### src/rtl/mcpwm_regs.vh
`ifndef MCPWM_REGS_VH
`define MCPWM_REGS_VH
// ****************************************
// register offsets
// ****************************************
`define MCPWM_OFF_CTRL      12'h000
`define MCPWM_OFF_TOP       12'h004
`define MCPWM_OFF_DUTY      12'h008
`define MCPWM_OFF_STATUS    12'h00C
`define MCPWM_OFF_SEL0      12'h030
`define MCPWM_OFF_SEL1      12'h040
`define MCPWM_OFF_CHDUTY    12'h100
// ****************************************
// fields and reset values
// ****************************************
`define MCPWM_CTRL_EN_BIT   0
`define MCPWM_CTRL_RST      32'h0000_0000
`define MCPWM_TOP_RST       8'hFF
`define MCPWM_DUTY_RST      8'h00
`define MCPWM_NUM_CH        36
`define MCPWM_CW            8
`define MCPWM_SYNC_CYC      2'd2
`endif

### src/rtl/mcpwm_duty_mem.v
`timescale 1ns/1ps
// ****************************************
// per-channel duty store with registered read port
// ****************************************
module mcpwm_duty_mem (
    input  wire        i_clk,
    input  wire        i_reset,
    input  wire        i_load,
    input  wire [35:0] i_mask,
    input  wire [7:0]  i_value,
    input  wire [5:0]  i_raddr,
    output reg  [7:0]  o_rdata,
    output wire [287:0] o_flat
);
    reg [7:0] duty_r [0:35];
    genvar g;
    generate
        for (g = 0; g < 36; g = g + 1) begin : g_ch
            always @(posedge i_clk or posedge i_reset) begin
                if (i_reset) begin
                    duty_r[g] <= 8'h00;
                end else if (i_load && i_mask[g]) begin
                    duty_r[g] <= i_value;
                end
            end
            assign o_flat[g*8 +: 8] = duty_r[g];
        end
    endgenerate
    always @(posedge i_clk or posedge i_reset) begin
        if (i_reset) begin
            o_rdata <= 8'h00;
        end else if (i_raddr < 6'd36) begin
            o_rdata <= duty_r[i_raddr];
        end else begin
            o_rdata <= 8'h00;
        end
    end
endmodule // mcpwm_duty_mem

### src/rtl/mcpwm_top.v
`timescale 1ns/1ps
// Contract
// - software sets enable bit of control register, after generic clock runs.
// - enabled timebase starts at zero and counts up to effective top.
// - effective top comes from software top field in generic clock cycles.
// - one timebase counter shared by every channel.
// - each channel has own duty register and comparator.
// - when clocks stop in sleep, block halts and resumes after.
// - block runs normally while cpu sits in debug mode.
// - each set select bit loads that channel from shared duty value.
// - first select covers channels 0-31, second covers 32-35.
// - writing a select register starts synchronisation at once.
// - duty changes only after synchronisation and counter at top.
// - bus interface clock active out of reset.
// - thirty-six channels, each with its own output.
`include "mcpwm_regs.vh"
module mcpwm_top (
    input  wire        I_CLK,
    input  wire        I_RESET,
    input  wire        I_PSEL,
    input  wire        I_PENABLE,
    input  wire        I_PWRITE,
    input  wire [11:0] I_PADDR,
    input  wire [31:0] I_PWDATA,
    output reg  [31:0] O_PRDATA,
    output reg         O_PREADY,
    output reg         O_PSLVERR,
    output reg  [35:0] O_PWM
);
    // ****************************************
    // apb decode
    // ****************************************
    // one wait state: ready rises the cycle after access starts,
    // which gives the duty store time to present its registered read data
    wire        acc      = I_PSEL & I_PENABLE & ~O_PREADY;
    wire        wr       = acc & I_PWRITE;
    wire        rd       = acc & ~I_PWRITE;
    wire        hit_ctrl = (I_PADDR == `MCPWM_OFF_CTRL);
    wire        hit_top  = (I_PADDR == `MCPWM_OFF_TOP);
    wire        hit_duty = (I_PADDR == `MCPWM_OFF_DUTY);
    wire        hit_stat = (I_PADDR == `MCPWM_OFF_STATUS);
    wire        hit_sel0 = (I_PADDR == `MCPWM_OFF_SEL0);
    wire        hit_sel1 = (I_PADDR == `MCPWM_OFF_SEL1);
    wire        hit_chd  = (I_PADDR[11:8] == 4'h1) && (I_PADDR[7:2] < 6'd36)
                           && (I_PADDR[1:0] == 2'b00);
    // anything off the map answers with an error and has no effect
    wire        hit_any  = hit_ctrl | hit_top | hit_duty | hit_stat
                           | hit_sel0 | hit_sel1 | hit_chd;

    reg         en_r;
    reg  [7:0]  top_r;
    reg  [7:0]  ishared_r;
    reg  [7:0]  cnt_r;
    reg  [7:0]  cnt_nxt;
    // one-hot states of the interlinked update
    localparam [2:0] UPD_IDLE = 3'b001;
    localparam [2:0] UPD_SYNC = 3'b010;
    localparam [2:0] UPD_WAIT = 3'b100;

    reg         en_nxt;
    reg  [7:0]  top_nxt;
    reg  [7:0]  ishared_nxt;
    reg  [35:0] pend_mask_r;
    reg  [35:0] pend_mask_nxt;
    reg  [7:0]  pend_val_r;
    reg  [7:0]  pend_val_nxt;
    reg  [1:0]  sync_cnt_r;
    reg  [1:0]  sync_cnt_nxt;
    reg  [2:0]  upd_state_r;
    reg  [2:0]  upd_state_nxt;
    reg  [35:0] sel_mask;
    reg  [31:0] prdata_nxt;
    reg         pready_nxt;
    reg         pslverr_nxt;
    wire        pend;
    wire [7:0]  mem_rdata;
    wire [287:0] duty_flat;

    // ****************************************
    // control registers
    // ****************************************
    // writes to status or channel duty words are ignored
    always @* begin
        en_nxt      = en_r;
        top_nxt     = top_r;
        ishared_nxt = ishared_r;
        if (wr && hit_ctrl) begin
            en_nxt = I_PWDATA[`MCPWM_CTRL_EN_BIT];
        end
        if (wr && hit_top) begin
            top_nxt = I_PWDATA[7:0];
        end
        if (wr && hit_duty) begin
            ishared_nxt = I_PWDATA[7:0];
        end
    end

    // ****************************************
    // control flops
    // ****************************************
    always @(posedge I_CLK or posedge I_RESET) begin
        if (I_RESET) begin
            en_r      <= 1'b0;
            top_r     <= `MCPWM_TOP_RST;
            ishared_r <= `MCPWM_DUTY_RST;
        end else begin
            en_r      <= en_nxt;
            top_r     <= top_nxt;
            ishared_r <= ishared_nxt;
        end
    end

    // ****************************************
    // shared timebase
    // ****************************************
    // no debug halt input exists: counting never pauses for debug
    // top lowered below the count wraps at once instead of running to 255
    wire at_top = (cnt_r >= top_r);
    always @* begin
        if (!en_r) begin
            cnt_nxt = 8'h00;
        end else if (at_top) begin
            cnt_nxt = 8'h00;
        end else begin
            cnt_nxt = cnt_r + 8'h01;
        end
    end
    // ****************************************
    // timebase flop
    // ****************************************
    always @(posedge I_CLK or posedge I_RESET) begin
        if (I_RESET) begin
            cnt_r <= 8'h00;
        end else begin
            cnt_r <= cnt_nxt;
        end
    end

    // ****************************************
    // interlinked update
    // ****************************************
    // a new select write merges into the pending mask; the value is
    // the shared duty at the latest write, and sync restarts
    wire sel_wr = wr & (hit_sel0 | hit_sel1);
    always @* begin
        sel_mask = 36'h0_0000_0000;
        if (hit_sel0) begin
            sel_mask[31:0] = I_PWDATA;
        end else if (hit_sel1) begin
            // only channels 32 to 35 exist, upper select bits are dropped
            sel_mask[35:32] = I_PWDATA[3:0];
        end
    end

    // ****************************************
    // update sequencer
    // ****************************************
    // set wins: a select write in the commit cycle keeps its new bits
    wire synced = upd_state_r[2];
    wire commit = synced && en_r && at_top;
    assign pend = ~upd_state_r[0];
    always @* begin
        upd_state_nxt = upd_state_r;
        sync_cnt_nxt  = sync_cnt_r;
        pend_mask_nxt = pend_mask_r;
        pend_val_nxt  = pend_val_r;
        case (upd_state_r)
            UPD_IDLE: begin
                sync_cnt_nxt = 2'd0;
            end
            UPD_SYNC: begin
                // shared value settles before it may reach any channel
                if (sync_cnt_r <= 2'd1) begin
                    sync_cnt_nxt  = 2'd0;
                    upd_state_nxt = UPD_WAIT;
                end else begin
                    sync_cnt_nxt = sync_cnt_r - 2'd1;
                end
            end
            UPD_WAIT: begin
                // held while disabled: a mid-period load would glitch
                if (commit) begin
                    upd_state_nxt = UPD_IDLE;
                    pend_mask_nxt = 36'h0_0000_0000;
                end
            end
            default: begin
                upd_state_nxt = UPD_IDLE;
                sync_cnt_nxt  = 2'd0;
                pend_mask_nxt = 36'h0_0000_0000;
            end
        endcase
        if (sel_wr) begin
            upd_state_nxt = UPD_SYNC;
            sync_cnt_nxt  = `MCPWM_SYNC_CYC;
            pend_mask_nxt = (commit ? 36'h0_0000_0000 : pend_mask_r) | sel_mask;
            pend_val_nxt  = ishared_r;
        end
    end

    always @(posedge I_CLK or posedge I_RESET) begin
        if (I_RESET) begin
            upd_state_r <= UPD_IDLE;
            sync_cnt_r  <= 2'd0;
            pend_mask_r <= 36'h0_0000_0000;
            pend_val_r  <= 8'h00;
        end else begin
            upd_state_r <= upd_state_nxt;
            sync_cnt_r  <= sync_cnt_nxt;
            pend_mask_r <= pend_mask_nxt;
            pend_val_r  <= pend_val_nxt;
        end
    end

    // ****************************************
    // channel duty store
    // ****************************************
    mcpwm_duty_mem u_mem (
        .i_clk   (I_CLK),
        .i_reset (I_RESET),
        .i_load  (commit),
        .i_mask  (pend_mask_r),
        .i_value (pend_val_r),
        .i_raddr (I_PADDR[7:2]),
        .o_rdata (mem_rdata),
        .o_flat  (duty_flat)
    );

    // ****************************************
    // comparators
    // ****************************************
    genvar g;
    generate
        for (g = 0; g < `MCPWM_NUM_CH; g = g + 1) begin : g_cmp
            // a channel loaded this cycle compares against its new duty,
            // so the fresh value governs the whole next period
            wire [7:0] duty_now = (commit && pend_mask_r[g]) ? pend_val_r
                                  : duty_flat[g*8 +: 8];
            // duty 0 keeps a channel low, duty above top keeps it high
            always @(posedge I_CLK or posedge I_RESET) begin
                if (I_RESET) begin
                    O_PWM[g] <= 1'b0;
                end else begin
                    O_PWM[g] <= en_r && (cnt_nxt < duty_now);
                end
            end
        end
    endgenerate

    // ****************************************
    // apb answer
    // ****************************************
    always @* begin
        pready_nxt  = acc;
        pslverr_nxt = acc & ~hit_any;
        prdata_nxt  = 32'h0000_0000;
        if (rd) begin
            if (hit_ctrl) begin
                prdata_nxt = {31'h0000_0000, en_r};
            end else if (hit_top) begin
                prdata_nxt = {24'h00_0000, top_r};
            end else if (hit_duty) begin
                prdata_nxt = {24'h00_0000, ishared_r};
            end else if (hit_stat) begin
                prdata_nxt = {15'h0000, pend, cnt_r, 8'h00};
            end else if (hit_chd) begin
                prdata_nxt = {24'h00_0000, mem_rdata};
            end else begin
                // select registers and holes read as zero
                prdata_nxt = 32'h0000_0000;
            end
        end
    end

    // ****************************************
    // apb answer flops
    // ****************************************
    // ready pulses for one cycle; data is zero outside that pulse
    always @(posedge I_CLK or posedge I_RESET) begin
        if (I_RESET) begin
            O_PREADY  <= 1'b0;
            O_PSLVERR <= 1'b0;
            O_PRDATA  <= 32'h0000_0000;
        end else begin
            O_PREADY  <= pready_nxt;
            O_PSLVERR <= pslverr_nxt;
            O_PRDATA  <= prdata_nxt;
        end
    end
endmodule // mcpwm_top

### config.mk
export PLATFORM = sky130hd
export DESIGN_NAME = mcpwm_top
export DESIGN_NICKNAME = d
export VERILOG_FILES = /design/src/rtl/mcpwm_duty_mem.v /design/src/rtl/mcpwm_top.v
export VERILOG_INCLUDE_DIRS = /design/src /design/src/rtl
export SDC_FILE = /design/constraint.sdc
export NUM_CORES = 1
export LEC_CHECK = 0
export BUFFER_PORTS_ARGS = -buffer_cell sky130_fd_sc_hd__buf_4
export CAP_MARGIN = 20
export CELL_PAD_IN_SITES_DETAIL_PLACEMENT = 2
export CELL_PAD_IN_SITES_GLOBAL_PLACEMENT = 2
export CORE_ASPECT_RATIO = 1.2
export CORE_MARGIN = 4
export CORE_UTILIZATION = 39
export CTS_CLUSTER_DIAMETER = 120
export DETAILED_ROUTE_END_ITERATION = 10
export PLACE_DENSITY = 0.88
export SLEW_MARGIN = 0
export SYNTH_ARGS = -nofsm -noshare
export SYNTH_HDL_FRONTEND = slang
export SYNTH_SLANG_ARGS = --single-unit
### constraint.sdc
create_clock -name I_CLK -period 11.5 [get_ports I_CLK]
set_clock_uncertainty 0.2 [all_clocks]
set_input_delay 0.575 -clock I_CLK [delete_from_list [all_inputs] [get_ports I_CLK]]
set_output_delay 0.575 -clock I_CLK [all_outputs]
set_load 0.01 [all_outputs]
Word level (Yosys, flattened, before mapping). Index checks and enable logic that the tools add are counted.

RAM bits: 0. Latch bits: 0. Register bits after elaboration: 440. Input port bits: 49. Memory bits (read-only): 0. Output and inout bits: 70. Memories kept: 0. Logic and storage cells: 303.

Reductions and logical operators: 83. $lt $le $gt $ge: 40. Mux-type cells: 61. Add/subtract/negate cells: 2. Div/mod/pow operators: 0. Multiply operators: 0. Shift operators: 0. Equal/unequal tests: 14. Bitwise gates (word level): 19.

Operators with widths (count): $mux 8 (42); $lt 8x8->1 (36); $mux 17 (5); $logic_and 1x1->1 (79); $mux 36 (2); $pmux 36 s2 (1); $bmux 8 s6 (1); $or 36x36->36 (1); $mux 32 (1); $eq 12x4->1 const B (2); $eq 12x3->1 const B (1); $eq 12x6->1 const B (1); $eq 12x7->1 const B (1); $logic_not 12->1 (1); $mux 3 (3); $pmux 3 s3 (1); $add 8x1->8 const B (1); $ge 8x8->1 (1); $mux 4 (2); $ge 7x7->1 const B (1); $not 6->7 (1); $or 1x1->1 (7); $and 1x1->1 (6); $lt 6x6->1 const B (1); other kinds (16) (21).

Depth between registers and ports, before layout. Gate-level depths: netlist of the first run.

Depth after elaboration: 9. Mapped depth: 17. Mapped depth without buffers: 15.

By module. A second synthesis of the first run with hierarchy kept.

Cells, all modules: 2304. Area total of the unflattened synthesis: 27656.5 um^2.

Modules (own cells, without submodules): mcpwm_top (sequential area each 3239.4 um^2, cells an instance 1460, instances 1, area each 14362.5 um^2); mcpwm_duty_mem (sequential area each 7407.1 um^2, cells an instance 844, instances 1, area each 13294.0 um^2).

Least setup slack after synthesis of the first run. No wires, ideal clock.

Path kind: reg-to-reg. Start point: reg top_r[2]. End point: reg O_PWM[26]. Path buffers: 1. Library setup time: 65 ps. Period minus slack after synthesis: 4683 ps. Stages on the path, launching flop included: 17. Data required time: 11235 ps. Slack: 6817 ps. Arrival: 4417 ps. Cells stage by stage: dfstp_2 -> inv_1 -> ha_1 -> o21a_1 -> o21ai_1 -> a221oi_4 -> buf_4 -> nor2_1 -> nand2_1 -> nor2_1 -> ha_1 -> a21oi_1 -> nor2b_1 -> o21ai_0 -> and4b_1 -> and3_1 -> a22o_1.

Elaborated cells between the ends (all ways): 8. Those cells by class: order compare (2); mux (3); reduce/logical (3).

RTL lines: start, declared (line mcpwm_top.v:51) `reg [7:0] top_r;`; start signal, assigned (line mcpwm_top.v:104) `` top_r <= `MCPWM_TOP_RST; ``; start signal, assigned (line mcpwm_top.v:108) `top_r <= top_nxt;`; $ge 8x8->1 (line mcpwm_top.v:118) `wire at_top = (cnt_r >= top_r);`; $mux 8 (line mcpwm_top.v:122) `end else if (at_top) begin`; $mux 8 (line mcpwm_top.v:120) `if (!en_r) begin`; net cnt_nxt[5] (line mcpwm_top.v:54) `reg [7:0] cnt_nxt;`; $lt 8x8->1 (line mcpwm_top.v:244) `O_PWM[g] <= en_r && (cnt_nxt < duty_now);`; $logic_and 1x1->1 (line mcpwm_top.v:244); end signal, assigned by index (line mcpwm_top.v:244); end, declared (line mcpwm_top.v:28) `output reg [35:0] O_PWM`.

The timed path passes the listed nets, and every way through them passes these cells. A chain may end at the register's enable or synchronous reset.

Worst setup path in the final report of the first run.
Start point: reg top_r[7]. End point: reg O_PWM[19].

The elaborated chain is that of the path after synthesis.

==> impl_metrics.ini, run 1 <==
[run_status]
status = finished clean

[clocking]
clock_latency_ns = 0.62
cts_resized = 0
cts_buffers = 48
post_cts_buffers = 0
cts_tree = done
root_buffer = clkbuf_16
ctsHoldBuffers = 20
cts_max_path_buffers = 3
cts.sinks = 425
htree_num_levels = 2
clk_pin_slew_ns = 0.07

[worst_setup_path]
cp-end-kind = register
cp_data_required_time_ns = 11.84
crit_arrival_ns = 5.76
r2r-start = top_r[7]
r2r.worst_path.cells = 15
crit_start = top_r[7]
crit_fanout = 23
critPathKind = register to register
worstSetupStartpointType = register

[timing]
setup_viol = 0
tightest_slew_ns = 1.12
rsz0062_at_grt = no
timing.final.crit_share_pct = 47.2
hold_viol = 0
final.setup.tns_ns = 0
hold_ws_ns = 0.0366
setup_ws_ns = 6.07
slew_headroom_pct = 25.3
layout_min_cycle_time_ns = 5.43
slew_viol_final = 0
fmax_mhz = 184

[cells_and_area]
seq_area_mm2 = 0.0106
multi_input_area_mm2 = 0.0131
fin_area_mm2 = 0.0290
post_route_cells_drive_above_1_share_pct = 20.1
syn2layout_area_growth_pct = 14.5
final_cells = 3128
num-fill-cells = 6338
fin_nets = 2566

[route]
viasPerCell = 6.23
drt_drc_violations_left = 0
wl_um = 105000
dr.pass1.iters = 5
drtAntennaViolNets = 0
wl_per_cell_um = 33.6
vias = 19500
drt_iter0_drc = 1436

[yosys]
synth_mux_area_share_pct = 20.3
synth_fa_ha_area_share_pct = 12.9
synth_top_family_by_area = multiplexers
ys_seq_elements = 425
synth_area_mm2 = 0.0253
synth-simple-area-share_pct = 6.93
yosys-top-cells-area = dfrtp_1, ha_1, mux2i_1
ys_async_sr_fraction_pct = 100
synth-edff-count = 0
synth_xor_xnor_area_share_pct = 0.242
synth_area_per_cell_um2 = 11.8
synthCells = 2150
synth.distinct_cells = 62
synth_compound_gate_area_share_pct = 11.0
synth_top_area_share_pct = 41.1
ys.flop_type = dfrtp_1
yosysWarnings = 0
yosysTopAreaCell = dfrtp_1
seq_area_frac_synth_pct = 42.0

[floorplan]
row_count = 102
fp.coreArea_mm2 = 0.0644
dieArea_mm2 = 0.0691
ios = 119
die_w_um = 241
die_h_um = 287
start_util_pct = 39.3

[place]
pre_cts_slack_ns = 6.12
place_congestion = 0.853
dp.cells = 3017
hpwl_um = 66500
io_buffer_count = 103
postPlaceCellArea_mm2 = 0.0269

[pwr]
peakVddDrop_mv = 0.0982
power_density_mw_per_mm2 = 120
p_leak_nw = 16.5

[global_route]
antenna_found_initial = 2
grt_start_max_net_pins = 154
grt_pass1_vias = 23100
grt_usage_pct = 30.3
overflow = 0
grt_pass1_wl_um = 156000

[worst_hold_path]
holdPathStages = 2
hp-start = I_PWDATA[27]
worstHoldPathType = primary input to register

[flow_run]
max_cap_violations = 0
## routing by layer
| metal | wire, um | vias up | GRT usage, % |
|---|---|---|---|
| met5 | 0 | - | 0 |
| met4 | 7810 | 0 | 19.3 |
| met3 | 6110 | 434 | 5.42 |
| met2 | 53200 | 910 | 53.3 |
| met1 | 38100 | 10200 | 33.7 |
| li1 | - | 7934 | - |
## worst max-delay path: stages, from the launching register on
cell	delay [ns]
dfstp_2	0.56
inv_1	0.06
ha_1	0.34
a21oi_1	0.30
nand2_4	0.35
nor2_1	0.32
nand2_1	0.40
nor2_4	0.69
buf_4	0.58
ha_1	0.35
a21oi_1	0.19
nor2b_1	0.06
o21ai_0	0.27
and4b_1	0.30
and3_1	0.18
a22o_1	0.13
## state kept, by name (all words and copies together) (netlist names)
name and count:
pend_val_r 8, O_PREADY 1, pend_mask_r 36, u_mem.o_rdata 8, sync_cnt_r 2, u_mem.o_flat 288, cnt_r 8, O_PRDATA 17
O_PSLVERR 1, O_PWM 36, upd_state_r 3, top_r 8, ishared_r 8, en_r 1
## final cells by class
cell class / count / area share, %
diodes: 2 / 0.0172
clock buffers: 54 / 4.39
clock inverters: 34 / 2.04
inverters: 294 / 3.82
multi-input cells: 1335 / 45.3
flip-flops and latches: 425 / 36.7
well taps: 832 / 3.59
repair buffers: 152 / 4.22
## cells in the final DEF, fill, tap and decap left out, types with 8 or more instances in the layout
master         Yosys  final
clkinv_2           0     11
mux4_2            72     72
a31oi_1            8      8
and2_1            11     11
dfstp_2            9      9
and4b_1           24     24
conb_1             1     15
nand3_1           21     21
ha_1             261    261
mux2i_1          241    241
clkbuf_16          0     49
nor3_1            17     17
o22ai_1           23     23
o31ai_1            8      8
nor4_1            13     13
mux2_4            10     10
bufinv_16          0     16
o21a_1            25     25
inv_1            283    282
inv_2             10     10
dfrtp_1          416    416
a21oi_1           64     64
nand2b_1          14     14
o21ai_0           39     39
dlygate4sd3_1      0     20
nand2_1           65     64
nor2b_1           26     26
o211ai_1          23     23
and4_1            24     24
nor2_1            56     49
buf_4             25    130
o211ai_4          27     27
and3_1            27     26
mux2_2            86     86
a31o_1            11     11
a211oi_1          15     15
o211ai_2           9      9
a22o_1            59     59
## synthesized netlist by cell type, types with 8 or more instances
cell type  instances
a31o_1            11
a31oi_1            8
inv_1            283
o21ai_0           39
mux2_2            86
ha_1             261
nand3_1           21
inv_2             10
dfrtp_1          416
buf_4             25
and3_1            27
o211ai_2           9
mux4_2            72
clkbuf_1          52
a21oi_1           64
nor2b_1           26
nor3_1            17
and4b_1           24
mux2i_1          241
o211ai_4          27
a211oi_1          15
nor4_1            13
nand2b_1          14
mux2_4            10
and4_1            24
a22o_1            59
nor2_1            56
o31ai_1            8
o22ai_1           23
buf_2             28
nand2_1           65
and2_1            11
o211ai_1          23
dfstp_2            9
o21a_1            25
## where the power goes
part	switching [W]	internal, W	leakage, nW
clock network	0.000722	0.00116	0.910
logic	0.0000774	0.0000324	9.65
registers	0.00000156	0.00150	5.90
## logic make-up after synthesis
| logic type | count (synthesis) |
|---|---|
| adder cells (fa/ha/maj) | 261 |
| buffers and inverters | 404 |
| other | 1 |
| AND/OR/NAND/NOR | 309 |
| multiplexers | 409 |
| XOR/XNOR | 7 |
| AO/OA/AOI/OAI | 334 |
| flip-flops | 425 |
## final timing paths
kind / to / slack (ns)
worst max-delay path: O_PWM[19] / 6.07
worst min-delay path: pend_mask_r[27] / 0.04
worst max register to register: O_PWM[19] / 6.07
worst min register to register: pend_mask_r[10] / 0.33
max in group asynchronous: pend_mask_r[15] / 8.32
min in group asynchronous: u_mem.o_flat[226] / 0.51
## metrics by stage
| stage | util, % | total power, W |
|---|---|---|
| final | 45.0 | 0.00349 |
| after global routing | 45.0 | 0.00358 |
| after global placement | 41.8 | 0.00162 |
| after CTS | 45.0 | 0.00351 |
| after detailed placement | 41.8 | 0.00163 |
| after floorplan | - | 0.00159 |
Note: power is estimated with default switching activity, not from simulation.
==> inputs of run 2 (changes only) <==
==> constraint.sdc (replaced) <==
create_clock -name I_CLK -period 4.42 [get_ports I_CLK]
set_clock_uncertainty 0.2 [all_clocks]
set_input_delay 0.221 -clock I_CLK [delete_from_list [all_inputs] [get_ports I_CLK]]
set_output_delay 0.221 -clock I_CLK [all_outputs]
set_load 0.01 [all_outputs]
==> run 2 against run 1 <==
Compared with the run above: the run now ends with setup timing left; hold slack better by 0.0064 ns; sequential cell count unchanged; critical path type unchanged; sequential power rose to 2.6 times the previous value; routed wire length up 4.5%; largest cell class unchanged; via count up 3.4%; register-to-register slack worse by 6.2 ns.
==> impl_metrics.ini, run 2 (synthesized netlist as in run 1, its figures left out) <==
[cells_and_area]
syn2layout_area_growth_pct = 16.4
num-fill-cells = 6238
layout_common_cells = dfrtp_1, inv_1, ha_1, mux2i_1, buf_4
post_route_cells_drive_above_1_share_pct = 20.7
fin_nets = 2628
fin_area_mm2 = 0.0295
largest_register_ffs = 288
final_cells = 3191
final_common_cell = dfrtp_1

[route]
wl_um = 110000
wl_per_cell_um = 34.4
viasPerCell = 6.31
dr.pass1.iters = 8
vias = 20100
drt_iter0_drc = 1853
drt_drc_violations_left = 0
drtAntennaViolNets = 0

[global_route]
grt_pass1_wl_um = 155000
grt_usage_pct = 29.8
antenna_found_initial = 4
grt_pass1_vias = 23100
overflow = 0
grt_start_max_net_pins = 109

[worst_setup_path]
cp_data_required_time_ns = 4.76
crit_start = top_r[3]
crit_fanout = 39
regToRegSetupSlack_ns = -0.08
r2r-start = top_r[3]
critPathKind = register to register
cp-end-kind = register
r2r.worst_path.cells = 15
crit_arrival_ns = 4.84
cp-endpoint = O_PWM[8]
worstSetupStartpointType = register
r2r-end = O_PWM[8]

[floorplan]
ios = 119
fp.coreArea_mm2 = 0.0644
die_w_um = 241
die_h_um = 287
start_util_pct = 39.3
dieArea_mm2 = 0.0691
row_count = 102

[timing]
final.setup.tns_ns = -0.190
hold_ws_ns = 0.0430
slew_headroom_pct = 32.8
fmax_mhz = 222
timing.final.crit_share_pct = 102
layout_min_cycle_time_ns = 4.50
setup_ws_ns = -0.0800
slew_viol_final = 0
rsz0062_at_grt = yes
tightest_slew_ns = 1.01
setup_viol = 5
hold_viol = 0

[clocking]
htree_num_levels = 2
cts_buffers = 49
cts_tree = done
cts_resized = 0
clock_latency_ns = 0.63
root_buffer = clkbuf_16
cts.sinks = 425
cts_max_path_buffers = 3
clk_pin_slew_ns = 0.07

[pwr]
p_leak_nw = 16.7
comb_power_share_pct = 3.6
p_sw_share_pct = 24.5
clkPwrFrac_pct = 51.2
p_switching_w = 0.00211
peakVddDrop_mv = 0.247
internal-power_w = 0.00652
power_density_mw_per_mm2 = 292
p_seq_share_pct = 45.2

[place]
place_congestion = 0.850
postPlaceCellArea_mm2 = 0.0272
io_buffer_count = 103
hpwl_um = 66800
dp.cells = 3037

[worst_hold_path]
worstHoldPathType = primary input to register
holdPathStages = 4

[flow_run]
max_cap_violations = 0

[run_status]
violations = setup timing
status = finished with violations
==> run 2: worst min-delay path by stage <==
stage           startpoint           endpoint
6_report        I_PADDR[5]   u_mem.o_rdata[7]
2_1_floorplan  I_PWDATA[0]     pend_mask_r[0]
3_5_place_dp       I_RESET  u_mem.o_flat[241]
5_1_grt         I_PADDR[4]   u_mem.o_rdata[4]
4_1_cts         I_PADDR[4]   u_mem.o_rdata[5]
3_3_place_gp       I_RESET  u_mem.o_flat[241]
==> run 2: area by class of cell <==
type | count | area (um2) | area share, %
sequential | 425 | 10600 | 36.1
timing repair buffer | 213 | 1930 | 6.54
antenna | 3 | 7.51 | 0.0254
clock inverter | 17 | 216 | 0.734
inverter | 294 | 1110 | 3.75
multi-input combinational | 1335 | 13100 | 44.5
tap | 832 | 1040 | 3.53
clock buffer | 72 | 1430 | 4.83
==> run 2: metal layers <==
metal | up-vias | part of all wire (%) | GRT usage [%]
met2 | 1066 | 50 | 52.7
met3 | 432 | 6.0 | 5.41
met5 | - | 0.011 | 0
met4 | 2 | 7.4 | 17.3
li1 | 8072 | - | -
met1 | 10600 | 36 | 33.6
==> run 2: critical path: stages (launching register included) <==
cell	delay, ns
dfstp_2	0.57
inv_1	0.07
ha_1	0.26
nor4_2	0.47
a221oi_4	0.14
buf_12	0.30
o211ai_4	0.51
mux2_2	0.42
inv_1	0.09
ha_1	0.27
a21oi_1	0.20
nor2b_1	0.08
o21ai_0	0.20
and4b_1	0.26
and3_1	0.18
a22o_1	0.16
==> run 2: power groups by stage <==
stage / sequential, W / combinational, W / clock [W]
after floorplan: 0.00397 / 0.000166 / 0
after global placement: 0.00397 / 0.000262 / 0
after detailed placement: 0.00397 / 0.000272 / 0
after CTS: 0.00390 / 0.000309 / 0.00441
after global routing: 0.00390 / 0.000334 / 0.00462
final: 0.00390 / 0.000314 / 0.00442
==> run 2: through the flow <==
stage / power [W] / setup WS (ns) / util, %
after CTS: 0.00861 / 0.0732 / 45.4
final: 0.00863 / -0.0800 / 45.8
after detailed placement: 0.00424 / 0.166 / 42.2
after floorplan: 0.00414 / -1.73 / -
after global placement: 0.00423 / 0.161 / 42.2
after global routing: 0.00885 / -0.181 / 45.8
==> run 2: repair_timing <==
action / CTS / global route
setup buffers: 0 / 17
endpoints found under the setup margin: 0 / 9
hold endpoints to repair: 85 / 0
hold buffers: 43 / 0
==> inputs of run 3 (changes only) <==
--- a/config.mk
+++ b/config.mk
@@ -16,6 +16,7 @@
 export CTS_CLUSTER_DIAMETER = 120
 export DETAILED_ROUTE_END_ITERATION = 10
 export PLACE_DENSITY = 0.88
+export RECOVER_POWER = 100
 export SLEW_MARGIN = 0
 export SYNTH_ARGS = -nofsm -noshare
 export SYNTH_HDL_FRONTEND = slang
==> run 3 against run 2 <==
Compared with the run above: the run ends with capacitance limit, slew limit, setup timing left; setup slack better by 0.010 ns; die area stayed put; final cell count hardly changed; critical path type unchanged; non-clock buffer count stayed put; highest routed layer unchanged; clock-buffer cell count stayed put; cell area is 0.92% lower; routed wire length is 0.12% higher; register-to-register slack hardly changed; sequential power hardly changed.
==> impl_metrics.ini, run 3 (synthesized netlist as in run 1, its figures left out) <==
[worst_setup_path]
cp-endpoint = O_PWM[8]
cp-end-kind = register
r2r-start = top_r[3]
r2r-end = O_PWM[8]
crit_start = top_r[3]
worstSetupStartpointType = register
critPathKind = register to register
regToRegSetupSlack_ns = -0.07
cp_data_required_time_ns = 4.76
crit_fanout = 39
r2r.worst_path.cells = 15
crit_arrival_ns = 4.83

[clocking]
cts_resized = 0
root_buffer = clkbuf_16
clock_latency_ns = 0.63
cts_tree = done
htree_num_levels = 2
cts.sinks = 425
clk_pin_slew_ns = 0.07
cts_buffers = 49
cts_max_path_buffers = 3

[cells_and_area]
fin_nets = 2628
post_route_cells_drive_above_1_share_pct = 18.1
largest_register_ffs = 288
final_cells = 3192
num-fill-cells = 6310
fin_area_mm2 = 0.0292
final_common_cell = dfrtp_1
layout_common_cells = dfrtp_1, inv_1, ha_1, mux2i_1, buf_4
syn2layout_area_growth_pct = 15.4

[global_route]
overflow = 0
grt_usage_pct = 29.8
grt_start_max_net_pins = 109
antenna_found_initial = 4
grt_pass1_vias = 23100
grt_pass1_wl_um = 155000

[floorplan]
fp.coreArea_mm2 = 0.0644
ios = 119
die_w_um = 241
row_count = 102
die_h_um = 287
start_util_pct = 39.3
dieArea_mm2 = 0.0691

[run_status]
status = finished with violations
violations = capacitance limit, slew limit, setup timing

[timing]
layout_min_cycle_time_ns = 4.49
hold_viol = 0
fmax_mhz = 223
setup_viol = 3
rsz0062_at_grt = yes
tightest_slew_ns = 2.83
slew_viol_final = 430
hold_ws_ns = 0.0439
setup_ws_ns = -0.0695
timing.final.crit_share_pct = 102
slew_headroom_pct = -88.9

[pwr]
p_leak_nw = 16.4
peakVddDrop_mv = 0.247
power_density_mw_per_mm2 = 295

[route]
wl_per_cell_um = 34.5
drt_drc_violations_left = 0
dr.pass1.iters = 6
drtAntennaViolNets = 0
drt_iter0_drc = 1872
vias = 20200
viasPerCell = 6.31
wl_um = 110000

[worst_hold_path]
worstHoldPathType = primary input to register

[place]
place_congestion = 0.850
dp.cells = 3037
hpwl_um = 66800
postPlaceCellArea_mm2 = 0.0272
io_buffer_count = 103

[flow_run]
max_cap_violations = 6
[run 3: timing repair]
| item | CTS | global route |
|---|---|---|
| hold endpoints to repair | 85 | 0 |
| setup endpoints to repair | 0 | 9 |
| hold buffers | 43 | 0 |
| buffers inserted | 0 | 17 |
[run 3: worst min-delay path by stage]
stage          cells after the start  slack (ns)                end        start
4_1_cts                            3       0.009   u_mem.o_rdata[5]   I_PADDR[4]
3_3_place_gp                       2        0.12  u_mem.o_flat[241]      I_RESET
2_1_floorplan                      1        0.15     pend_mask_r[0]  I_PWDATA[0]
6_report                           3        0.04   u_mem.o_rdata[4]   I_PADDR[4]
5_1_grt                            3        0.02   u_mem.o_rdata[4]   I_PADDR[4]
3_5_place_dp                       2        0.13  u_mem.o_flat[241]      I_RESET
[run 3: per-stage QoR]
stage	total power (W)	setup WS [ns]	utilization [%]	TNS, ns
after floorplan	0.00414	-1.73	-	-720.62
after global placement	0.00423	0.161	42.2	0
after detailed placement	0.00424	0.166	42.2	0
after CTS	0.00861	0.0732	45.4	0
after global routing	0.00884	-0.181	45.4	-3.07
final	0.00863	-0.0695	45.4	-0.159
[run 3: layout make-up]
cell class,instances,area [um2],share of cell area (%)
diodes,4,10.0,0.0342
clock buffers,72,1430,4.87
clock inverters,17,216,0.740
inverters,294,1100,3.78
multi-input cells,1335,13100,44.9
flip-flops and latches,425,10600,36.4
well taps,832,1040,3.56
repair buffers,213,1670,5.70
[run 3: critical path: stages (launching register included)]
cell and delay [ns]:
dfstp_2 0.57, inv_1 0.07, ha_1 0.26, nor4_2 0.47
a221oi_4 0.14, buf_12 0.30, o211ai_4 0.51, mux2_2 0.42
inv_1 0.09, ha_1 0.27, a21oi_1 0.20, nor2b_1 0.08
o21ai_0 0.20, and4b_1 0.26, and3_1 0.18, a22o_1 0.16
[run 3: metal layers]
| metal | GRT usage (%) | wire (um) | up-vias |
|---|---|---|---|
| met5 | 0 | 12 | - |
| met4 | 17.3 | 8170 | 2 |
| met3 | 5.41 | 6440 | 449 |
| met2 | 52.7 | 55300 | 1072 |
| met1 | 33.6 | 40100 | 10600 |
| li1 | - | - | 8067 |
[run 3: where the power goes]
part	total (W)	internal (W)	switching [W]
Sequential	0.00390	0.00390	0.00000335
Clock	0.00443	0.00252	0.00190
Combinational	0.000307	0.0000944	0.000212
Total	0.00863	0.00651	0.00212
